`config.mk`:
```
export PLATFORM = sky130hd
export DESIGN_NAME = crfies_top
export DESIGN_NICKNAME = d
export VERILOG_FILES = /design/src/core/crfies_pkg.sv /design/src/core/crfies_q_if.sv /design/src/core/crfies_queue.sv /design/src/core/crfies_top.sv
export SDC_FILE = /design/constraint.sdc
export NUM_CORES = 1
export LEC_CHECK = 0
export BUFFER_PORTS_ARGS = -buffer_cell sky130_fd_sc_hd__buf_4
export CORE_MARGIN = 2
export CORE_UTILIZATION = 58
export CTS_CLUSTER_SIZE = 20
export DETAILED_ROUTE_END_ITERATION = 12
export PLACE_DENSITY = 0.85
export SLEW_MARGIN = 25
export SYNTH_ARGS = -nofsm -noshare
export SYNTH_HDL_FRONTEND = slang
export SYNTH_HIERARCHICAL = 1
export SYNTH_SLANG_ARGS = --single-unit
```
`constraint.sdc`:
```
create_clock -name mclk -period 5.8 [get_ports mclk]
set_clock_uncertainty 0.15 [all_clocks]
set_input_delay 0.29 -clock mclk [delete_from_list [all_inputs] [get_ports mclk]]
set_output_delay 0.29 -clock mclk [all_outputs]
set_load 0.01 [all_outputs]
```
`src/core/crfies_pkg.sv`:
```
/*
 * Constants shared by the receive-queue, interrupt-mask and fault-status slice.
 * Assumes a word-wide register port with byte offsets as printed.
 */
package crfies_pkg;
	// Register byte offsets
	localparam logic [7:0] OFS_Q0_STATUS   = 8'h0C;
	localparam logic [7:0] OFS_Q1_STATUS   = 8'h10;
	localparam logic [7:0] OFS_IRQ_MASK    = 8'h14;
	localparam logic [7:0] OFS_FAULT       = 8'h18;
	// Queue status field positions
	localparam int BIT_Q_RELEASE           = 5;
	localparam int BIT_Q_OVERFLOW          = 4;
	localparam int BIT_Q_FULL              = 3;
	localparam int BIT_Q_COUNT_HI          = 1;
	// Interrupt mask field positions
	localparam int BIT_TX_EMPTY_EN         = 0;
	localparam int BIT_Q0_NONEMPTY_EN      = 1;
	localparam int BIT_Q0_FULL_EN          = 2;
	localparam int BIT_Q0_OVERFLOW_EN      = 3;
	localparam int BIT_Q1_NONEMPTY_EN      = 4;
	localparam int BIT_Q1_FULL_EN          = 5;
	localparam int BIT_Q1_OVERFLOW_EN      = 6;
	localparam int BIT_WARNING_EN          = 8;
	localparam int BIT_PASSIVE_EN          = 9;
	localparam int BIT_BUSOFF_EN           = 10;
	localparam int BIT_CODE_EN             = 11;
	localparam int BIT_FAULT_EN            = 15;
	localparam int BIT_WAKEUP_EN           = 16;
	localparam int BIT_SLEEP_EN            = 17;
	localparam logic [31:0] MASK_WRITABLE  = 32'h0003_8F7F;
	// Fault status field positions
	localparam int BIT_WARNING             = 0;
	localparam int BIT_PASSIVE             = 1;
	localparam int BIT_BUSOFF              = 2;
	localparam int BIT_CODE_LO             = 4;
	localparam int BIT_CODE_HI             = 6;
	localparam int BIT_TX_CNT_LO           = 16;
	localparam int BIT_RX_CNT_LO           = 24;
	// Reset values and levels
	localparam logic [31:0] RESET_WORD     = 32'h0000_0000;
	localparam logic [1:0]  QUEUE_DEPTH    = 2'h3;
	localparam logic [2:0]  CODE_NONE      = 3'h0;
	localparam logic [7:0]  WARNING_LEVEL  = 8'h60;
	localparam logic [7:0]  PASSIVE_LEVEL  = 8'h7F;
	localparam logic [8:0]  COUNTER_TOP    = 9'h0FF;
endpackage

```
`src/core/crfies_q_if.sv`:
```
/*
 * Carrier between the top and one receive-queue status tracker.
 * Assumes the top drives the request side and the tracker answers.
 */
`timescale 1ns/1ns
interface crfies_q_if;
	logic       push;        // Engine stores a frame, one-cycle pulse
	logic       releaseSet;  // Software wrote 1 to the release bit
	logic       fullClr;     // Software wrote 1 to the full flag
	logic       overClr;     // Software wrote 1 to the overflow flag
	logic [1:0] count;       // Frames pending
	logic       full;        // Sticky full flag
	logic       overflow;    // Sticky overflow flag
	logic       relBit;      // Release bit as read back
	logic       pop;         // Oldest frame removed, one-cycle pulse

	// Top side
	modport ctrl (
		output push, releaseSet, fullClr, overClr,
		input  count, full, overflow, relBit, pop
	);
	// Tracker side
	modport queue (
		input  push, releaseSet, fullClr, overClr,
		output count, full, overflow, relBit, pop
	);
endinterface

```
`src/core/crfies_queue.sv`:
```
/*
 * Fill level, full, overflow and release handling for one receive queue.
 * Assumes software and engine events arrive as one-cycle pulses on mclk.
 */
`timescale 1ns/1ns
module crfies_queue
	import crfies_pkg::*;
(
	// Clock and reset
	input  wire logic mclk,
	input  wire logic rst,
	// Queue carrier
	crfies_q_if.queue q
);
	logic       doPop;      // Release completes this cycle with a frame present
	logic       accept;     // Arriving frame finds a slot
	logic [1:0] next_count; // Fill level after this cycle

	// A pop frees a slot in the same cycle, so a push onto a full queue then still fits
	assign doPop  = q.relBit && (q.count != 2'h0);
	assign accept = q.push && ((q.count != QUEUE_DEPTH) || doPop);

	always_comb begin
		next_count = q.count;
		if (accept && !doPop) begin
			next_count = q.count + 2'h1;
		end else if (!accept && doPop) begin
			next_count = q.count - 2'h1;
		end
	end

	// Fill level and pop strobe
	always_ff @(posedge mclk or posedge rst) begin
		if (rst) begin
			q.count <= 2'h0;
			q.pop   <= 1'b0;
		end else begin
			q.count <= next_count;
			q.pop   <= doPop;
		end
	end

	// Release bit: set by software, dropped by hardware one cycle later once done
	always_ff @(posedge mclk or posedge rst) begin
		if (rst) begin
			q.relBit <= 1'b0;
		end else if (q.releaseSet) begin
			q.relBit <= 1'b1;
		end else if (q.relBit) begin
			q.relBit <= 1'b0;
		end
	end

	// Sticky flags; a hardware set wins over a software clear in the same cycle
	always_ff @(posedge mclk or posedge rst) begin
		if (rst) begin
			q.full     <= 1'b0;
			q.overflow <= 1'b0;
		end else begin
			if (accept && (next_count == QUEUE_DEPTH)) begin
				q.full <= 1'b1;
			end else if (q.fullClr) begin
				q.full <= 1'b0;
			end
			if (q.push && !accept) begin
				q.overflow <= 1'b1;
			end else if (q.overClr) begin
				q.overflow <= 1'b0;
			end
		end
	end
endmodule // crfies_queue

```
`src/core/crfies_top.sv`:
```
/*
 * Status slice of a bus controller: two receive queues, the interrupt mask
 * and the fault status with its counters.
 * Assumes the protocol engine signals frame arrival, fault codes and counter
 * steps as one-cycle pulses on mclk, and software uses whole-word accesses.
 * Reads and writes are one-cycle strobes with no wait states.
 * Read data holds until the next read.
 */
`timescale 1ns/1ns
// Notes on behaviour
// - Write 1 releases oldest queue 0 frame
// - Queue 0 overflow flag, clear by 1
// - Queue 0 full flag, clear by 1
// - Queue 0 pending count, read only
// - Write 1 releases oldest queue 1 frame
// - Queue 1 overflow flag, clear by 1
// - Queue 1 full flag, clear by 1
// - Queue 1 pending count, read only
// - Queue 1 overflow, full, nonempty enables
// - Queue 0 overflow, full, nonempty enables
// - Transmit slot empty interrupt enable
// - Fault, code, busoff, passive, warning enables
// - Wakeup and sleep entry enables
// - Receive and transmit fault counters shown
// - Last fault code field, eight codes
// - Success clears code; software may write
// - Transmit counter overflow enters busoff
// - Passive when either counter above 127
// - Warning when either counter at least 96
module crfies_top
	import crfies_pkg::*;
(
	// Clock and reset
	input  wire logic        mclk,
	input  wire logic        rst,

	// Register port
	input  wire logic [7:0]  regAddr,
	input  wire logic        regWrite,
	input  wire logic        regRead,
	input  wire logic [31:0] regWdata,
	output logic      [31:0] regRdata,

	// Receive queue events from the engine
	input  wire logic        q0Push,
	input  wire logic        q1Push,
	output logic             q0Pop,
	output logic             q1Pop,

	// Fault events from the engine
	// Up wins over down in one cycle
	input  wire logic        faultCodeValid,
	input  wire logic [2:0]  faultCode,
	input  wire logic        transferOk,
	input  wire logic        txFaultUp,
	input  wire logic        txFaultDown,
	input  wire logic [3:0]  txFaultStep,
	input  wire logic        rxFaultUp,
	input  wire logic        rxFaultDown,
	input  wire logic [3:0]  rxFaultStep,
	input  wire logic        busoffRecover,
	output logic             busoffState,

	// Other interrupt sources
	input  wire logic        txSlotEmpty,
	input  wire logic        wakeupEvent,
	input  wire logic        sleepEvent,

	// Interrupt output
	output logic             irq
);
	// Queue carriers, one per receive queue
	crfies_q_if qBus [2] ();

	// Stored registers
	logic [31:0] irqMask;          // Interrupt enable word
	logic [7:0]  txFaultCounter;   // Transmit fault counter
	logic [7:0]  rxFaultCounter;   // Receive fault counter
	logic [2:0]  lastFaultCode;    // Last fault code field
	logic        busoffFlag;       // Busoff status bit
	logic        passiveFlag;      // Passive status bit
	logic        warningFlag;      // Warning status bit

	// Write strobes
	logic        wrQ0;             // Write strobe, queue 0 status
	logic        wrQ1;             // Write strobe, queue 1 status
	logic        wrMask;           // Write strobe, interrupt mask
	logic        wrFault;          // Write strobe, fault status

	// Counter arithmetic
	logic [8:0]  txSum;            // Transmit counter with carry room
	logic [8:0]  rxSum;            // Receive counter with carry room
	logic [7:0]  next_txCounter;   // Transmit counter after this cycle
	logic [7:0]  next_rxCounter;   // Receive counter after this cycle
	logic        txOverflow;       // Transmit counter passes its top

	// Interrupt and read paths
	logic        faultGroup;       // Any enabled fault condition
	logic        queueGroup;       // Any enabled queue condition
	logic        next_irq;         // Interrupt level before its flop
	logic [31:0] next_rdata;       // Read word before its flop

	// Address decode; leaves byte lanes out since every access is a word
	// An unmapped offset matches no branch, so the write is dropped
	always_comb begin
		wrQ0    = 1'b0;
		wrQ1    = 1'b0;
		wrMask  = 1'b0;
		wrFault = 1'b0;
		if (regWrite && (regAddr == OFS_Q0_STATUS)) begin
			// Queue 0 status
			wrQ0 = 1'b1;
		end else if (regWrite && (regAddr == OFS_Q1_STATUS)) begin
			// Queue 1 status
			wrQ1 = 1'b1;
		end else if (regWrite && (regAddr == OFS_IRQ_MASK)) begin
			// Interrupt mask
			wrMask = 1'b1;
		end else if (regWrite && (regAddr == OFS_FAULT)) begin
			// Fault status
			wrFault = 1'b1;
		end
	end

	// Software requests into each queue tracker
	// Writing 0 to a flag bit leaves the flag alone
	// Push comes straight from the engine
	assign qBus[0].push       = q0Push;
	assign qBus[0].releaseSet = wrQ0 && regWdata[BIT_Q_RELEASE];
	assign qBus[0].fullClr    = wrQ0 && regWdata[BIT_Q_FULL];
	assign qBus[0].overClr    = wrQ0 && regWdata[BIT_Q_OVERFLOW];
	assign qBus[1].push       = q1Push;
	assign qBus[1].releaseSet = wrQ1 && regWdata[BIT_Q_RELEASE];
	assign qBus[1].fullClr    = wrQ1 && regWdata[BIT_Q_FULL];
	assign qBus[1].overClr    = wrQ1 && regWdata[BIT_Q_OVERFLOW];

	// One tracker per receive queue
	// Both queues share one design, so their timing matches
	// gi picks the carrier of each tracker
	genvar gi;
	generate
		for (gi = 0; gi < 2; gi++) begin : gQueue
			crfies_queue uQueue (
				.mclk (mclk),
				.rst  (rst),
				.q    (qBus[gi])
			);
		end
	endgenerate

	// Pop strobes to the engine, kept on flops so the outputs stay registered
	// The flop adds one cycle to the tracker's pop
	always_ff @(posedge mclk or posedge rst) begin
		if (rst) begin
			q0Pop <= 1'b0;
			q1Pop <= 1'b0;
		end else begin
			// A pulse per completed release
			q0Pop <= qBus[0].pop;
			q1Pop <= qBus[1].pop;
		end
	end

	// Interrupt mask; reserved bits never store
	// Bits 7, 12 to 14 and 18 up read back as zero
	always_ff @(posedge mclk or posedge rst) begin
		if (rst) begin
			irqMask <= RESET_WORD;
		end else if (wrMask) begin
			// Whole word replaces the stored enables
			irqMask <= regWdata & MASK_WRITABLE;
		end
	end

	// Counter arithmetic; the sums carry one extra bit so a pass of the top is seen
	// Down never wraps below zero; up wins a tie
	always_comb begin
		txSum = {1'b0, txFaultCounter};
		rxSum = {1'b0, rxFaultCounter};
		if (txFaultUp) begin
			// Transmit step up
			txSum = {1'b0, txFaultCounter} + {5'h00, txFaultStep};
		end else if (txFaultDown && (txFaultCounter != 8'h00)) begin
			// Transmit step down
			txSum = {1'b0, txFaultCounter} - 9'h001;
		end
		if (rxFaultUp) begin
			// Receive step up
			rxSum = {1'b0, rxFaultCounter} + {5'h00, rxFaultStep};
		end else if (rxFaultDown && (rxFaultCounter != 8'h00)) begin
			// Receive step down
			rxSum = {1'b0, rxFaultCounter} - 9'h001;
		end
	end

	// Saturate at the top; a transmit pass is what takes the node off the bus
	// A receive pass only clips the counter
	assign txOverflow     = txSum > COUNTER_TOP;
	assign next_txCounter = txOverflow ? COUNTER_TOP[7:0] : txSum[7:0];
	assign next_rxCounter = (rxSum > COUNTER_TOP) ? COUNTER_TOP[7:0] : rxSum[7:0];

	// Fault counters; recovery from busoff restarts both from zero
	// Recovery beats a step in the same cycle
	always_ff @(posedge mclk or posedge rst) begin
		if (rst) begin
			txFaultCounter <= 8'h00;
			rxFaultCounter <= 8'h00;
		end else if (busoffRecover) begin
			// Back to error active
			txFaultCounter <= 8'h00;
			rxFaultCounter <= 8'h00;
		end else begin
			txFaultCounter <= next_txCounter;
			rxFaultCounter <= next_rxCounter;
		end
	end

	// Busoff state; held until the engine reports recovery
	// Recovery wins a tie with a new overflow
	always_ff @(posedge mclk or posedge rst) begin
		if (rst) begin
			busoffFlag <= 1'b0;
		end else if (txOverflow && !busoffRecover) begin
			busoffFlag <= 1'b1;
		end else if (busoffRecover) begin
			// Only recovery clears it
			busoffFlag <= 1'b0;
		end
	end

	// Level flags follow the counters one cycle behind them
	// The lag keeps the compares off the adder path
	// Either counter can raise either flag
	always_ff @(posedge mclk or posedge rst) begin
		if (rst) begin
			passiveFlag <= 1'b0;
			warningFlag <= 1'b0;
		end else begin
			passiveFlag <= (txFaultCounter > PASSIVE_LEVEL) || (rxFaultCounter > PASSIVE_LEVEL);
			warningFlag <= (txFaultCounter >= WARNING_LEVEL) || (rxFaultCounter >= WARNING_LEVEL);
		end
	end

	// Last fault code; a hardware update beats a software write in the same cycle
	// Order: engine code, then success, then software
	always_ff @(posedge mclk or posedge rst) begin
		if (rst) begin
			lastFaultCode <= CODE_NONE;
		end else if (faultCodeValid) begin
			lastFaultCode <= faultCode;
		end else if (transferOk) begin
			lastFaultCode <= CODE_NONE;
		end else if (wrFault) begin
			// Writing all ones lets software spot the next hardware update
			lastFaultCode <= regWdata[BIT_CODE_HI:BIT_CODE_LO];
		end
	end

	// Busoff level to the engine from a flop
	// The engine sees it one cycle after the flag
	always_ff @(posedge mclk or posedge rst) begin
		if (rst) begin
			busoffState <= 1'b0;
		end else begin
			// Registered copy
			busoffState <= busoffFlag;
		end
	end

	// Enabled fault conditions, gated as a group by the general fault enable
	// Code change is taken as any nonzero code
	assign faultGroup = irqMask[BIT_FAULT_EN] && (
		(warningFlag && irqMask[BIT_WARNING_EN]) ||
		(passiveFlag && irqMask[BIT_PASSIVE_EN]) ||
		(busoffFlag  && irqMask[BIT_BUSOFF_EN])  ||
		((lastFaultCode != CODE_NONE) && irqMask[BIT_CODE_EN]));

	// Enabled queue conditions
	// Nonempty is live; full and overflow are sticky
	assign queueGroup =
		((qBus[0].count != 2'h0) && irqMask[BIT_Q0_NONEMPTY_EN]) ||
		(qBus[0].full            && irqMask[BIT_Q0_FULL_EN])     ||
		(qBus[0].overflow        && irqMask[BIT_Q0_OVERFLOW_EN]) ||
		((qBus[1].count != 2'h0) && irqMask[BIT_Q1_NONEMPTY_EN]) ||
		(qBus[1].full            && irqMask[BIT_Q1_FULL_EN])     ||
		(qBus[1].overflow        && irqMask[BIT_Q1_OVERFLOW_EN]);

	// Interrupt level; sources are levels, so it falls when the cause is cleared
	// Transmit, wakeup and sleep come in as levels
	assign next_irq = faultGroup || queueGroup ||
		(txSlotEmpty && irqMask[BIT_TX_EMPTY_EN]) ||
		(wakeupEvent && irqMask[BIT_WAKEUP_EN])   ||
		(sleepEvent  && irqMask[BIT_SLEEP_EN]);

	// Interrupt flop
	always_ff @(posedge mclk or posedge rst) begin
		if (rst) begin
			irq <= 1'b0;
		end else begin
			// One cycle behind its sources
			irq <= next_irq;
		end
	end

	// Read word selection; unmapped offsets and reserved bits read as zero
	// Every field is built on zero, never on stale state
	always_comb begin
		next_rdata = RESET_WORD;
		if (regAddr == OFS_Q0_STATUS) begin
			// Queue 0 status
			next_rdata[BIT_Q_RELEASE]          = qBus[0].relBit;
			next_rdata[BIT_Q_OVERFLOW]         = qBus[0].overflow;
			next_rdata[BIT_Q_FULL]             = qBus[0].full;
			next_rdata[BIT_Q_COUNT_HI:0]       = qBus[0].count;
		end else if (regAddr == OFS_Q1_STATUS) begin
			// Queue 1 status
			next_rdata[BIT_Q_RELEASE]          = qBus[1].relBit;
			next_rdata[BIT_Q_OVERFLOW]         = qBus[1].overflow;
			next_rdata[BIT_Q_FULL]             = qBus[1].full;
			next_rdata[BIT_Q_COUNT_HI:0]       = qBus[1].count;
		end else if (regAddr == OFS_IRQ_MASK) begin
			// Enables as stored
			next_rdata                         = irqMask;
		end else if (regAddr == OFS_FAULT) begin
			// Counters, code and flags
			next_rdata[BIT_RX_CNT_LO +: 8]     = rxFaultCounter;
			next_rdata[BIT_TX_CNT_LO +: 8]     = txFaultCounter;
			next_rdata[BIT_CODE_HI:BIT_CODE_LO] = lastFaultCode;
			next_rdata[BIT_BUSOFF]             = busoffFlag;
			next_rdata[BIT_PASSIVE]            = passiveFlag;
			next_rdata[BIT_WARNING]            = warningFlag;
		end
	end

	// Read data register; updated only on a read so the port holds between reads
	// A write never disturbs the read port
	always_ff @(posedge mclk or posedge rst) begin
		if (rst) begin
			regRdata <= RESET_WORD;
		end else if (regRead) begin
			// Capture the selected word
			regRdata <= next_rdata;
		end
	end
endmodule // crfies_top

```
==> run_summary.xml, run 1 <==
<?xml version="1.0" encoding="UTF-8"?>
<metrics>
  <group name="placed_design">
    <metric name="place.gp.congestion" unit="">0.874</metric>
    <metric name="io_buffer_count" unit="">80</metric>
    <metric name="dp.cells" unit="">564</metric>
    <metric name="place.detailed.hpwl" unit="mm">7.39</metric>
  </group>
  <group name="global_routing">
    <metric name="grt_start_max_net_pins" unit="">67</metric>
    <metric name="overflow" unit="">0</metric>
    <metric name="first_global_vias" unit="">3551</metric>
    <metric name="grt.total_usage" unit="%">26.5</metric>
    <metric name="grt_antenna_before_repair" unit="">0</metric>
    <metric name="grt_first_pass_wirelength" unit="mm">17.2</metric>
  </group>
  <group name="sta">
    <metric name="final_critical_period" unit="ps">2320</metric>
    <metric name="timing.final.crit_share" unit="%">40.1</metric>
    <metric name="achievable-frequency" unit="GHz">0.430</metric>
    <metric name="timing_worst_slew_pin_value" unit="ps">833</metric>
    <metric name="timing.final.setup_violations" unit="">0</metric>
    <metric name="unrepaired_setup_endpoints_after_global_routing" unit="">false</metric>
    <metric name="timing.max_slew.rel_slack" unit="%">44.4</metric>
    <metric name="slew_violations" unit="">0</metric>
    <metric name="tns" unit="ps">0</metric>
    <metric name="final-hold-violation-count" unit="">0</metric>
  </group>
  <group name="logic_synthesis">
    <metric name="synth_top_family_by_area" unit="">compound AO/OA/AOI/OAI gates</metric>
    <metric name="synth.mux.area_fraction" unit="%">6.31</metric>
    <metric name="synthFlopType" unit="">sky130_fd_sc_hd__dfrtp_1</metric>
    <metric name="synth_enable_flop_cells" unit="">0</metric>
    <metric name="asyncSetResetFlopFracSynth" unit="%">100</metric>
    <metric name="synthAdderAreaFrac" unit="%">5.48</metric>
    <metric name="synth_cell_types" unit="">64</metric>
    <metric name="synth_sequential_area_ratio" unit="%">45.7</metric>
    <metric name="synth_seq_cells" unit="">80</metric>
    <metric name="synth.cell_area" unit="um^2">4380</metric>
    <metric name="synthesis.yosys.warnings" unit="">6</metric>
    <metric name="post_synth_and_or_nand_nor_area_fraction" unit="%">13.9</metric>
    <metric name="synth_area_per_cell" unit="um^2">10.9</metric>
    <metric name="synth_xor_area_share" unit="%">2.60</metric>
    <metric name="synth_compound_gate_area_share" unit="%">20.8</metric>
    <metric name="postSynthCellCount" unit="">402</metric>
  </group>
  <group name="routing">
    <metric name="drtAntennaViolNets" unit="">0</metric>
    <metric name="avgRoutedWirePerCell" unit="um">17.7</metric>
    <metric name="drcViolationCount" unit="">0</metric>
    <metric name="totalWireLength" unit="mm">10.4</metric>
    <metric name="dr_total_vias" unit="">3565</metric>
    <metric name="route.detailed.vias_per_inst" unit="">6.08</metric>
    <metric name="detailedRoute.firstPassIterationCount" unit="">5</metric>
    <metric name="drt_first_iter_violations" unit="">197</metric>
  </group>
  <group name="min_path">
    <metric name="worstHoldPathCells" unit="">2</metric>
    <metric name="worst_hold_path_type" unit="">input pin to flip-flop</metric>
    <metric name="min-delay-start" unit="">regWdata[11]</metric>
    <metric name="hold_path_end" unit="">irqMask[11]$_DFFE_PP0P_</metric>
  </group>
  <group name="run">
    <metric name="timing.max_cap.violations" unit="">0</metric>
  </group>
  <group name="layout">
    <metric name="design.final.nets" unit="">567</metric>
    <metric name="antennaDiodeCount" unit="">0</metric>
    <metric name="mostFrequentLayoutCells" unit="">sky130_fd_sc_hd__buf_4, sky130_fd_sc_hd__dfrtp_1, sky130_fd_sc_hd__a22o_1, sky130_fd_sc_hd__a21oi_1, sky130_fd_sc_hd__inv_1</metric>
    <metric name="mostFrequentLayoutCell" unit="">sky130_fd_sc_hd__buf_4</metric>
    <metric name="post_route_cells_drive_above_1_share" unit="%">26.9</metric>
    <metric name="layout.filler_cells" unit="">528</metric>
    <metric name="finish.cell_count_without_fillers" unit="">586</metric>
    <metric name="area_growth_syn_to_layout" unit="%">19.9</metric>
  </group>
  <group name="die">
    <metric name="row_count" unit="">31</metric>
    <metric name="core_area" unit="um^2">7290</metric>
    <metric name="die_height" unit="um">90.9</metric>
    <metric name="chipWidth" unit="um">90.9</metric>
    <metric name="initial_core_util" unit="%">60.1</metric>
    <metric name="io_pins" unit="">103</metric>
    <metric name="die_area" unit="um^2">8270</metric>
  </group>
  <group name="clock_network">
    <metric name="max-clock-path-buffers" unit="">2</metric>
    <metric name="tritoncts" unit="">built</metric>
    <metric name="clk_pin_slew" unit="ps">90</metric>
    <metric name="post_cts_setup_inserts" unit="">0</metric>
    <metric name="later_pin_clock_latency_in_the_skew_report" unit="ps">360</metric>
    <metric name="cts_hold_repair.buffers" unit="">5</metric>
    <metric name="cts_htree_levels" unit="">3</metric>
    <metric name="root_driver" unit="">sky130_fd_sc_hd__clkbuf_8</metric>
    <metric name="tritoncts.num_buffers" unit="">9</metric>
    <metric name="post_cts_resize_count" unit="">0</metric>
    <metric name="clock_sinks" unit="">80</metric>
  </group>
  <group name="setup_path">
    <metric name="reg2reg_from" unit="">rxFaultCounter[0]$_DFF_PP0_</metric>
    <metric name="worst-endpoint-required" unit="ps">5930</metric>
    <metric name="worst-endpoint-arrival" unit="ps">2450</metric>
    <metric name="cp_max_fo" unit="">8</metric>
    <metric name="worst_r2r_endpoint" unit="">rxFaultCounter[1]$_DFF_PP0_</metric>
    <metric name="critical_path_class" unit="">flip-flop to flip-flop</metric>
    <metric name="worst_setup_path_start_kind" unit="">flip-flop</metric>
    <metric name="critPathCaptureType" unit="">flip-flop</metric>
    <metric name="worst-r2r-cell-count" unit="">8</metric>
    <metric name="reg2reg_setup_slack" unit="ps">3480</metric>
  </group>
  <group name="pwr">
    <metric name="seqPwrFrac" unit="%">43.0</metric>
    <metric name="power" unit="mW">1.71</metric>
    <metric name="clock_network_fraction_of_design_power" unit="%">24.7</metric>
    <metric name="vdd_ir_drop_max" unit="mV">0.229</metric>
    <metric name="cellPowerDensity" unit="nW/um^2">326</metric>
    <metric name="internal_power" unit="mW">1.10</metric>
    <metric name="switchingPower" unit="mW">0.613</metric>
    <metric name="combPwrFrac" unit="%">32.3</metric>
    <metric name="swShare" unit="%">35.8</metric>
    <metric name="p_leak" unit="nW">2.52</metric>
  </group>
  <group name="run_status">
    <metric name="outcome" unit="">complete, no violations</metric>
  </group>
</metrics>
worst max-delay path: stages, from the launching register on:
cell	delay [ps]
sky130_fd_sc_hd__dfrtp_1	470
sky130_fd_sc_hd__ha_1	220
sky130_fd_sc_hd__inv_1	60
sky130_fd_sc_hd__fa_1	380
sky130_fd_sc_hd__nand2b_1	180
sky130_fd_sc_hd__a21oi_1	280
sky130_fd_sc_hd__nand4_1	140
sky130_fd_sc_hd__o41a_2	210
sky130_fd_sc_hd__a31oi_1	160
kinds of logic after synthesis:
group	after synthesis
other cells	1
xor+xnor	13
flops	80
fa+ha+maj	18
simple gates	99
mux	25
compound gates	121
buf+inv	45
sequential cells by signal (all words and copies together), names as in the netlist:
name / count
busoffFlag: 1
irq: 1
regRdata: 28
passiveFlag: 1
gQueue.uQueue/q.count: 4
rxFaultCounter: 8
q1Pop: 1
gQueue.uQueue/q.overflow: 2
busoffState: 1
gQueue.uQueue/q.relBit: 2
gQueue.uQueue/q.full: 2
q0Pop: 1
gQueue.uQueue/q.pop: 2
txFaultCounter: 8
lastFaultCode: 3
warningFlag: 1
irqMask: 14
metal layers:
metal,global-route usage (%),vias to the layer above,routed length [um]
li1,-,1642,-
met1,33.7,1729,4250
met2,44.1,164,5220
met3,4.65,30,640
met4,12.5,0,283
met5,0,-,0
worst max-delay path by stage:
stage,startpoint,end,slack [ps],cells after the start
floorplan,rst,busoffFlag$_DFFE_PP0P_,3650,1
global placement,txFaultCounter[0]$_DFF_PP0_,txFaultCounter[2]$_DFF_PP0_,3540,7
detailed placement,rxFaultCounter[1]$_DFF_PP0_,rxFaultCounter[6]$_DFF_PP0_,3520,7
CTS,rxFaultCounter[0]$_DFF_PP0_,rxFaultCounter[1]$_DFF_PP0_,3500,8
global route,rxFaultCounter[1]$_DFF_PP0_,rxFaultCounter[6]$_DFF_PP0_,3300,7
finish,rxFaultCounter[0]$_DFF_PP0_,rxFaultCounter[1]$_DFF_PP0_,3480,8
power groups by stage:
stage	combinational, mW	clock [mW]	sequential (mW)
final	0.554	0.424	0.736
after global routing	0.626	0.455	0.750
after CTS	0.551	0.427	0.733
after detailed placement	0.543	0	0.743
after global placement	0.515	0	0.742
after floorplan	0.451	0	0.696
per-stage QoR:
stage	util [%]	hold WS (ps)	cell area (um^2)	worst slack, ps
3_3_place_gp	68.4	25.7	4990	3540
4_1_cts	71.9	1.79	5250	3500
2_1_floorplan	-	-69.0	4390	3650
5_1_grt	72.1	7.41	5260	3300
6_report	72.1	8.00	5260	3480
3_5_place_dp	68.4	31.6	4990	3520
synthesized netlist by cell type, drive strengths merged, types with 5 or more instances:
master	instances	area share, %
a22oi	11	1.9
nor2b	8	1.1
inv	24	2.1
nand4	7	1.0
nand2	12	1.0
a21oi	23	2.6
mux2	21	5.4
o2bb2ai	11	2.2
a22o	25	5.0
and2	8	1.1
nor2	21	2.4
buf	11	2.1
o21ai	13	1.6
nand2b	11	1.6
a31oi	6	0.86
dfrtp	80	46
clkbuf	9	0.77
xor2	8	1.6
nand3	7	1.2
xnor2	5	1.0
ha	16	4.6
layout make-up:
| cell class | count | area, um^2 | share of cell area [%] |
|---|---|---|---|
| inverters | 24 | 90.1 | 1.71 |
| repair buffers | 87 | 668 | 12.7 |
| clock inverters | 6 | 68.8 | 1.31 |
| flip-flops and latches | 80 | 2000 | 38.1 |
| well taps | 99 | 124 | 2.36 |
| multi-input cells | 280 | 2160 | 41.2 |
| clock buffers | 10 | 138 | 2.62 |
No activity file was read; power rests on OpenSTA's default activity.
==> run 2: changes to the inputs <==
--- a/config.mk
+++ b/config.mk
@@ -7,10 +7,10 @@
 export LEC_CHECK = 0
 export BUFFER_PORTS_ARGS = -buffer_cell sky130_fd_sc_hd__buf_4
 export CORE_MARGIN = 2
-export CORE_UTILIZATION = 58
+export CORE_UTILIZATION = 49
 export CTS_CLUSTER_SIZE = 20
 export DETAILED_ROUTE_END_ITERATION = 12
-export PLACE_DENSITY = 0.85
+export PLACE_DENSITY = 0.77
 export SLEW_MARGIN = 25
 export SYNTH_ARGS = -nofsm -noshare
 export SYNTH_HDL_FRONTEND = slang
==> constraint.sdc (replaced) <==
create_clock -name mclk -period 2 [get_ports mclk]
set_clock_uncertainty 0.15 [all_clocks]
set_input_delay 0.1 -clock mclk [delete_from_list [all_inputs] [get_ports mclk]]
set_output_delay 0.1 -clock mclk [all_outputs]
set_load 0.01 [all_outputs]
==> run 2 against run 1 <==
  * The flow now finishes with violations (setup timing)
  * Worst hold slack better by 15 ps
  * Clock power grew to 2.7 times the previous value
  * Fmax is 11% higher
  * Cell count is 12% higher
  * Sequential power grew to 2.8 times the previous value
  * Wire length is 15% higher
  * Via count is 6.8% higher
  * Count of clock-buffer cells in the layout is 1 lower
  * Register-to-register slack worse by 3600 ps
  * Largest cell class unchanged
==> run_summary.xml, run 2 (synthesis results as in run 1) <==
<?xml version="1.0" encoding="UTF-8"?>
<metrics>
  <group name="run_status">
    <metric name="outcome" unit="">finished with violations</metric>
    <metric name="violations" unit="">setup timing</metric>
  </group>
  <group name="routing">
    <metric name="dr_total_vias" unit="">3806</metric>
    <metric name="drcViolationCount" unit="">0</metric>
    <metric name="drtAntennaViolNets" unit="">0</metric>
    <metric name="route.detailed.vias_per_inst" unit="">5.79</metric>
    <metric name="totalWireLength" unit="mm">11.9</metric>
    <metric name="avgRoutedWirePerCell" unit="um">18.2</metric>
    <metric name="detailedRoute.firstPassIterationCount" unit="">4</metric>
    <metric name="drt_first_iter_violations" unit="">181</metric>
  </group>
  <group name="sta">
    <metric name="final_critical_period" unit="ps">2090</metric>
    <metric name="timing_worst_slew_pin_value" unit="ps">548</metric>
    <metric name="timing.hold.ws" unit="ps">22.8</metric>
    <metric name="timing.final.setup_violations" unit="">6</metric>
    <metric name="achievable-frequency" unit="GHz">0.478</metric>
    <metric name="tns" unit="ps">-237</metric>
    <metric name="timing.max_slew.rel_slack" unit="%">63.4</metric>
    <metric name="timing.final.crit_share" unit="%">105</metric>
    <metric name="slew_violations" unit="">0</metric>
    <metric name="fin_ws" unit="ps">-91.9</metric>
    <metric name="final-hold-violation-count" unit="">0</metric>
    <metric name="unrepaired_setup_endpoints_after_global_routing" unit="">true</metric>
  </group>
  <group name="setup_path">
    <metric name="critical_path_class" unit="">flip-flop to flip-flop</metric>
    <metric name="cp_max_fo" unit="">3</metric>
    <metric name="worst-endpoint-required" unit="ps">2080</metric>
    <metric name="reg2reg_setup_slack" unit="ps">-90</metric>
    <metric name="worst_r2r_endpoint" unit="">rxFaultCounter[3]$_DFF_PP0_</metric>
    <metric name="worst-endpoint-arrival" unit="ps">2170</metric>
    <metric name="worst-r2r-cell-count" unit="">9</metric>
    <metric name="reg2reg_from" unit="">rxFaultCounter[0]$_DFF_PP0_</metric>
    <metric name="critPathCaptureType" unit="">flip-flop</metric>
    <metric name="worst_setup_path_start_kind" unit="">flip-flop</metric>
  </group>
  <group name="layout">
    <metric name="design.final.nets" unit="">630</metric>
    <metric name="layout.filler_cells" unit="">651</metric>
    <metric name="largest_regs" unit="">regRdata: 28 flops, irqMask: 14 flops</metric>
    <metric name="post_route_cells_drive_above_1_share" unit="%">36.6</metric>
    <metric name="mostFrequentLayoutCells" unit="">sky130_fd_sc_hd__buf_4, sky130_fd_sc_hd__dfrtp_1, sky130_fd_sc_hd__dlygate4sd3_1, sky130_fd_sc_hd__a22o_1</metric>
    <metric name="largest-register" unit="">regRdata</metric>
    <metric name="finish.cell_count_without_fillers" unit="">657</metric>
    <metric name="antennaDiodeCount" unit="">0</metric>
    <metric name="area_growth_syn_to_layout" unit="%">37.0</metric>
    <metric name="post-route-cell-area" unit="um^2">6000</metric>
    <metric name="largest_reg_flops" unit="">28</metric>
    <metric name="mostFrequentLayoutCell" unit="">sky130_fd_sc_hd__buf_4</metric>
  </group>
  <group name="die">
    <metric name="initial_core_util" unit="%">50.5</metric>
    <metric name="core_area" unit="um^2">8680</metric>
    <metric name="die_height" unit="um">98.6</metric>
    <metric name="row_count" unit="">34</metric>
    <metric name="io_pins" unit="">103</metric>
    <metric name="chipWidth" unit="um">98.6</metric>
    <metric name="die_area" unit="um^2">9720</metric>
  </group>
  <group name="pwr">
    <metric name="switchingPower" unit="mW">2.04</metric>
    <metric name="combPwrFrac" unit="%">42.7</metric>
    <metric name="clock_network_fraction_of_design_power" unit="%">20.7</metric>
    <metric name="swShare" unit="%">36.3</metric>
    <metric name="vdd_ir_drop_max" unit="mV">0.861</metric>
    <metric name="seqPwrFrac" unit="%">36.6</metric>
    <metric name="internal_power" unit="mW">3.58</metric>
    <metric name="p_leak" unit="nW">2.88</metric>
    <metric name="cellPowerDensity" unit="nW/um^2">935</metric>
  </group>
  <group name="clock_network">
    <metric name="clock_sinks" unit="">80</metric>
    <metric name="clk_pin_slew" unit="ps">90</metric>
    <metric name="max-clock-path-buffers" unit="">2</metric>
    <metric name="later_pin_clock_latency_in_the_skew_report" unit="ps">360</metric>
    <metric name="tritoncts.num_buffers" unit="">9</metric>
    <metric name="tritoncts" unit="">built</metric>
    <metric name="cts_htree_levels" unit="">3</metric>
    <metric name="root_driver" unit="">sky130_fd_sc_hd__clkbuf_8</metric>
  </group>
  <group name="placed_design">
    <metric name="place.gp.congestion" unit="">0.861</metric>
    <metric name="io_buffer_count" unit="">80</metric>
    <metric name="dp.cells" unit="">604</metric>
    <metric name="dpl-instance-area" unit="um^2">5280</metric>
    <metric name="place.detailed.hpwl" unit="mm">8.06</metric>
    <metric name="post-place-ws" unit="ps">-197</metric>
  </group>
  <group name="min_path">
    <metric name="min-delay-start" unit="">txSlotEmpty</metric>
    <metric name="worst_hold_path_type" unit="">input pin to flip-flop</metric>
    <metric name="worstHoldPathCells" unit="">4</metric>
    <metric name="hold_path_end" unit="">irq$_DFF_PP0_</metric>
  </group>
  <group name="global_routing">
    <metric name="grt.total_usage" unit="%">24.9</metric>
    <metric name="grt_start_max_net_pins" unit="">61</metric>
    <metric name="grt_antenna_before_repair" unit="">0</metric>
    <metric name="first_global_vias" unit="">3903</metric>
    <metric name="grt_first_pass_wirelength" unit="mm">19.3</metric>
    <metric name="overflow" unit="">0</metric>
  </group>
  <group name="run">
    <metric name="timing.max_cap.violations" unit="">0</metric>
  </group>
</metrics>
[run 2: cell count changes in the layout (fill, tap and decap cells not counted), moves of 3 or more]
| cell | previous run | this run |
|---|---|---|
| sky130_fd_sc_hd__buf_4 | 81 | 115 |
| sky130_fd_sc_hd__dlygate4sd3_1 | 6 | 30 |
| sky130_fd_sc_hd__a21oi_1 | 23 | 11 |
| sky130_fd_sc_hd__a21oi_2 | 0 | 10 |
| sky130_fd_sc_hd__ha_1 | 16 | 12 |
| sky130_fd_sc_hd__inv_1 | 22 | 18 |
| sky130_fd_sc_hd__buf_6 | 0 | 3 |
| sky130_fd_sc_hd__clkinv_2 | 0 | 3 |
| sky130_fd_sc_hd__clkinvlp_4 | 4 | 1 |
| sky130_fd_sc_hd__ha_2 | 0 | 3 |
| sky130_fd_sc_hd__inv_2 | 2 | 5 |
[run 2: worst max path at each step]
| stage | from | slack, ps | end | cells after the start |
|---|---|---|---|---|
| CTS | rxFaultCounter[0]$_DFF_PP0_ | -70 | rxFaultCounter[6]$_DFF_PP0_ | 8 |
| floorplan | rxFaultCounter[0]$_DFF_PP0_ | 30 | rxFaultCounter[7]$_DFF_PP0_ | 8 |
| detailed placement | rxFaultCounter[0]$_DFF_PP0_ | -200 | rxFaultCounter[6]$_DFF_PP0_ | 8 |
| finish | rxFaultCounter[0]$_DFF_PP0_ | -90 | rxFaultCounter[3]$_DFF_PP0_ | 9 |
| global route | rxFaultCounter[0]$_DFF_PP0_ | -160 | rxFaultCounter[6]$_DFF_PP0_ | 8 |
| global placement | rxFaultCounter[0]$_DFF_PP0_ | -50 | rxFaultCounter[7]$_DFF_PP0_ | 8 |
[run 2: critical path: stages (launching register included)]
cell,delay (ps)
sky130_fd_sc_hd__dfrtp_1,410
sky130_fd_sc_hd__buf_6,130
sky130_fd_sc_hd__inv_4,50
sky130_fd_sc_hd__ha_4,120
sky130_fd_sc_hd__or3b_4,380
sky130_fd_sc_hd__buf_4,150
sky130_fd_sc_hd__o211ai_1,200
sky130_fd_sc_hd__xnor2_1,90
sky130_fd_sc_hd__mux2i_1,190
sky130_fd_sc_hd__a21oi_1,90
[run 2: layout make-up]
class                      instances  area [um^2]  area share [%]
clock inverter                     6         61.3            1.02
clock buffer                       9          124            2.06
multi-input combinational        280         2350            39.2
timing repair buffer             150         1240            20.6
sequential                        80         2000            33.3
inverter                          24         92.6            1.54
tap                              108          135            2.25
[run 2: routing by layer]
| metal | global-route usage (%) | up-vias | share of wire [%] |
|---|---|---|---|
| met1 | 31.2 | 1877 | 40 |
| met2 | 44.1 | 136 | 53 |
| li1 | - | 1767 | - |
| met5 | 0 | - | 0 |
| met4 | 7.38 | 0 | 2.0 |
| met3 | 4.33 | 26 | 4.8 |
[run 2: power by group through the flow]
stage / logic, mW / clock network [mW] / registers [mW]
3_5_place_dp: 1.97 / 0 / 2.08
3_3_place_gp: 1.88 / 0 / 2.07
6_report: 2.40 / 1.16 / 2.05
5_1_grt: 2.63 / 1.22 / 2.08
2_1_floorplan: 1.35 / 0 / 2.02
4_1_cts: 2.19 / 1.18 / 2.05
[run 2: timing repair]
item,CTS,global route
pin swaps,10,18
resized for setup,17,23
endpoints found under the setup margin,17,17
hold buffers,30,0
hold endpoints to repair,127,0
setup buffers,4,4
[run 2: metrics by stage]
stage	power, mW	utilization, %
after global placement	3.95	60.8
final	5.61	69.2
after global routing	5.93	69.2
after floorplan	3.37	-
after detailed placement	4.05	60.8
after CTS	5.41	67.7
==> run 3: changes to the inputs <==
--- a/config.mk
+++ b/config.mk
@@ -6,11 +6,13 @@
 export NUM_CORES = 1
 export LEC_CHECK = 0
 export BUFFER_PORTS_ARGS = -buffer_cell sky130_fd_sc_hd__buf_4
+export CELL_PAD_IN_SITES_DETAIL_PLACEMENT = 1
+export CELL_PAD_IN_SITES_GLOBAL_PLACEMENT = 1
 export CORE_MARGIN = 2
-export CORE_UTILIZATION = 49
+export CORE_UTILIZATION = 38
 export CTS_CLUSTER_SIZE = 20
 export DETAILED_ROUTE_END_ITERATION = 12
-export PLACE_DENSITY = 0.77
+export PLACE_DENSITY_LB_ADDON = 0.1
 export SLEW_MARGIN = 25
 export SYNTH_ARGS = -nofsm -noshare
 export SYNTH_HDL_FRONTEND = slang
==> run 3 against run 2 <==
  * The flow still finishes with violations (setup timing)
  * Via count fell by 0.84%
  * Worst setup slack improved by 52 ps
  * Power rose by 10%
  * Critical path depth did not move
  * Global-route usage fell by 2.9 points
  * Utilization fell by 14 points
  * First-iteration DRC count fell by 40%
  * Clock power rose by 47%
  * Final area rose by 3.4%
  * Largest cell class unchanged
  * Highest routed layer unchanged
==> run_summary.xml, run 3 (synthesis results as in run 1) <==
<?xml version="1.0" encoding="UTF-8"?>
<metrics>
  <group name="die">
    <metric name="die_height" unit="um">111</metric>
    <metric name="row_count" unit="">39</metric>
    <metric name="io_pins" unit="">103</metric>
    <metric name="initial_core_util" unit="%">38.7</metric>
    <metric name="chipWidth" unit="um">111</metric>
    <metric name="core_area" unit="um^2">11300</metric>
    <metric name="die_area" unit="um^2">12400</metric>
  </group>
  <group name="clock_network">
    <metric name="max-clock-path-buffers" unit="">2</metric>
    <metric name="root_driver" unit="">sky130_fd_sc_hd__clkbuf_16</metric>
    <metric name="clk_pin_slew" unit="ps">60</metric>
    <metric name="tritoncts.num_buffers" unit="">9</metric>
    <metric name="clock_sinks" unit="">80</metric>
    <metric name="later_pin_clock_latency_in_the_skew_report" unit="ps">340</metric>
    <metric name="cts_htree_levels" unit="">3</metric>
    <metric name="tritoncts" unit="">built</metric>
  </group>
  <group name="layout">
    <metric name="design.final.nets" unit="">632</metric>
    <metric name="layout.filler_cells" unit="">1244</metric>
    <metric name="mostFrequentLayoutCells" unit="">sky130_fd_sc_hd__buf_4, sky130_fd_sc_hd__dfrtp_1, sky130_fd_sc_hd__a22o_1, sky130_fd_sc_hd__dlygate4sd3_1</metric>
    <metric name="antennaDiodeCount" unit="">0</metric>
    <metric name="post_route_cells_drive_above_1_share" unit="%">38.0</metric>
    <metric name="largest-register" unit="">regRdata</metric>
    <metric name="largest_reg_flops" unit="">28</metric>
    <metric name="post-route-cell-area" unit="um^2">6210</metric>
    <metric name="mostFrequentLayoutCell" unit="">sky130_fd_sc_hd__buf_4</metric>
    <metric name="area_growth_syn_to_layout" unit="%">41.6</metric>
    <metric name="largest_regs" unit="">regRdata: 28 flops, irqMask: 14 flops</metric>
  </group>
  <group name="sta">
    <metric name="unrepaired_setup_endpoints_after_global_routing" unit="">true</metric>
    <metric name="slew_violations" unit="">0</metric>
    <metric name="final_critical_period" unit="ps">2040</metric>
    <metric name="final-hold-violation-count" unit="">0</metric>
    <metric name="achievable-frequency" unit="GHz">0.490</metric>
    <metric name="timing_worst_slew_pin_value" unit="ps">726</metric>
    <metric name="timing.final.crit_share" unit="%">102</metric>
    <metric name="timing.final.setup_violations" unit="">4</metric>
    <metric name="fin_ws" unit="ps">-39.4</metric>
    <metric name="timing.max_slew.rel_slack" unit="%">51.5</metric>
  </group>
  <group name="min_path">
    <metric name="worst_hold_path_type" unit="">input pin to flip-flop</metric>
    <metric name="min-delay-start" unit="">faultCodeValid</metric>
    <metric name="worstHoldPathCells" unit="">3</metric>
    <metric name="hold_path_end" unit="">lastFaultCode[1]$_DFFE_PP0P_</metric>
  </group>
  <group name="global_routing">
    <metric name="grt_start_max_net_pins" unit="">34</metric>
    <metric name="overflow" unit="">0</metric>
    <metric name="grt_first_pass_wirelength" unit="mm">21.6</metric>
    <metric name="grt.total_usage" unit="%">22.0</metric>
    <metric name="first_global_vias" unit="">4248</metric>
    <metric name="grt_antenna_before_repair" unit="">0</metric>
  </group>
  <group name="routing">
    <metric name="drt_first_iter_violations" unit="">109</metric>
    <metric name="route.detailed.vias_per_inst" unit="">5.43</metric>
    <metric name="avgRoutedWirePerCell" unit="um">18.8</metric>
    <metric name="totalWireLength" unit="mm">13.1</metric>
    <metric name="detailedRoute.firstPassIterationCount" unit="">4</metric>
    <metric name="drtAntennaViolNets" unit="">0</metric>
    <metric name="dr_total_vias" unit="">3774</metric>
    <metric name="drcViolationCount" unit="">0</metric>
  </group>
  <group name="placed_design">
    <metric name="place.gp.congestion" unit="">0.870</metric>
    <metric name="post-place-ws" unit="ps">-154</metric>
    <metric name="dpl-instance-area" unit="um^2">5420</metric>
    <metric name="place.detailed.hpwl" unit="mm">9.37</metric>
    <metric name="io_buffer_count" unit="">80</metric>
  </group>
  <group name="run_status">
    <metric name="outcome" unit="">finished with violations</metric>
    <metric name="violations" unit="">setup timing</metric>
  </group>
  <group name="pwr">
    <metric name="p_leak" unit="nW">2.96</metric>
    <metric name="vdd_ir_drop_max" unit="mV">0.519</metric>
    <metric name="cellPowerDensity" unit="nW/um^2">997</metric>
  </group>
  <group name="setup_path">
    <metric name="critPathCaptureType" unit="">flip-flop</metric>
    <metric name="worst_setup_path_start_kind" unit="">flip-flop</metric>
    <metric name="worst-endpoint-required" unit="ps">2070</metric>
    <metric name="worst_r2r_endpoint" unit="">txFaultCounter[6]$_DFF_PP0_</metric>
    <metric name="cp_max_fo" unit="">3</metric>
    <metric name="worst-r2r-cell-count" unit="">9</metric>
    <metric name="critical_path_class" unit="">flip-flop to flip-flop</metric>
    <metric name="worstSetupStartpoint" unit="">txFaultCounter[0]$_DFF_PP0_</metric>
    <metric name="reg2reg_setup_slack" unit="ps">-40</metric>
    <metric name="worst-endpoint-arrival" unit="ps">2110</metric>
    <metric name="reg2reg_from" unit="">txFaultCounter[0]$_DFF_PP0_</metric>
  </group>
  <group name="run">
    <metric name="timing.max_cap.violations" unit="">0</metric>
  </group>
</metrics>
run 3: changes by cell type in the layout (fill, tap and decap cells not counted), moves of 5 or more:
cell                            delta
sky130_fd_sc_hd__clkbuf_16         +9
sky130_fd_sc_hd__a21oi_2           -5
sky130_fd_sc_hd__clkbuf_8          -7
sky130_fd_sc_hd__buf_4             +7
sky130_fd_sc_hd__a21oi_1           +5
sky130_fd_sc_hd__dlygate4sd3_1     -7
run 3: what timing repair did:
action | CTS | global route
hold buffers | 23 | 0
gates resized for setup | 16 | 29
pin swaps | 14 | 16
setup buffers | 4 | 2
endpoints found under the hold margin | 81 | 0
endpoints found under the setup margin | 17 | 17
run 3: power by group:
part	internal, mW	total [mW]	leakage [nW]	switching, mW
logic	1.19	2.41	1.74	1.22
clock network	1.03	1.70	0.150	0.664
registers	1.82	2.08	1.07	0.255
run 3: worst max path at each step:
stage                                  endpoint  depth (start not counted)
detailed placement  txFaultCounter[1]$_DFF_PP0_                          7
floorplan           rxFaultCounter[7]$_DFF_PP0_                          8
global placement    txFaultCounter[6]$_DFF_PP0_                          9
finish              txFaultCounter[6]$_DFF_PP0_                          9
CTS                 txFaultCounter[6]$_DFF_PP0_                          9
global route        txFaultCounter[6]$_DFF_PP0_                          9
run 3: worst max-delay path, stage by stage (launching register included):
cell	delay, ps
sky130_fd_sc_hd__dfrtp_1	360
sky130_fd_sc_hd__ha_2	210
sky130_fd_sc_hd__inv_2	40
sky130_fd_sc_hd__fa_2	340
sky130_fd_sc_hd__nand2b_4	160
sky130_fd_sc_hd__a21oi_4	120
sky130_fd_sc_hd__buf_6	130
sky130_fd_sc_hd__nand4_1	100
sky130_fd_sc_hd__o211ai_1	210
sky130_fd_sc_hd__a21oi_1	100
run 3: cell type report:
class                           instances  area [um^2]  area share [%]
Timing Repair Buffer                  152         1250            20.2
Clock inverter                          3         40.0           0.645
Clock buffer                           13          260            4.19
Inverter                               24         92.6            1.49
Multi-Input combinational cell        280         2380            38.4
Sequential cell                        80         2000            32.3
Tap cell                              143          179            2.88
run 3: through the flow:
stage | total power [mW] | utilization [%] | instances | TNS, ps | hold slack [ps]
2_1_floorplan | 3.37 | - | 405 | 0 | -259
3_3_place_gp | 4.05 | 47.9 | 650 | -781 | -80.2
3_5_place_dp | 4.14 | 47.9 | 650 | -1730 | -76.6
4_1_cts | 6.06 | 53.4 | 693 | -208 | 4.49
5_1_grt | 6.58 | 54.8 | 695 | -1100 | 32.7
6_report | 6.19 | 54.8 | 695 | -84.6 | 0.357
run 3: layer usage:
layer | share of wire [%] | GRT usage (%) | vias to the layer above
met4 | 1.9 | 8.15 | 0
met2 | 53 | 39.6 | 83
met1 | 42 | 26.7 | 1903
met5 | 0 | 0 | -
li1 | - | - | 1769
met3 | 2.9 | 3.54 | 19
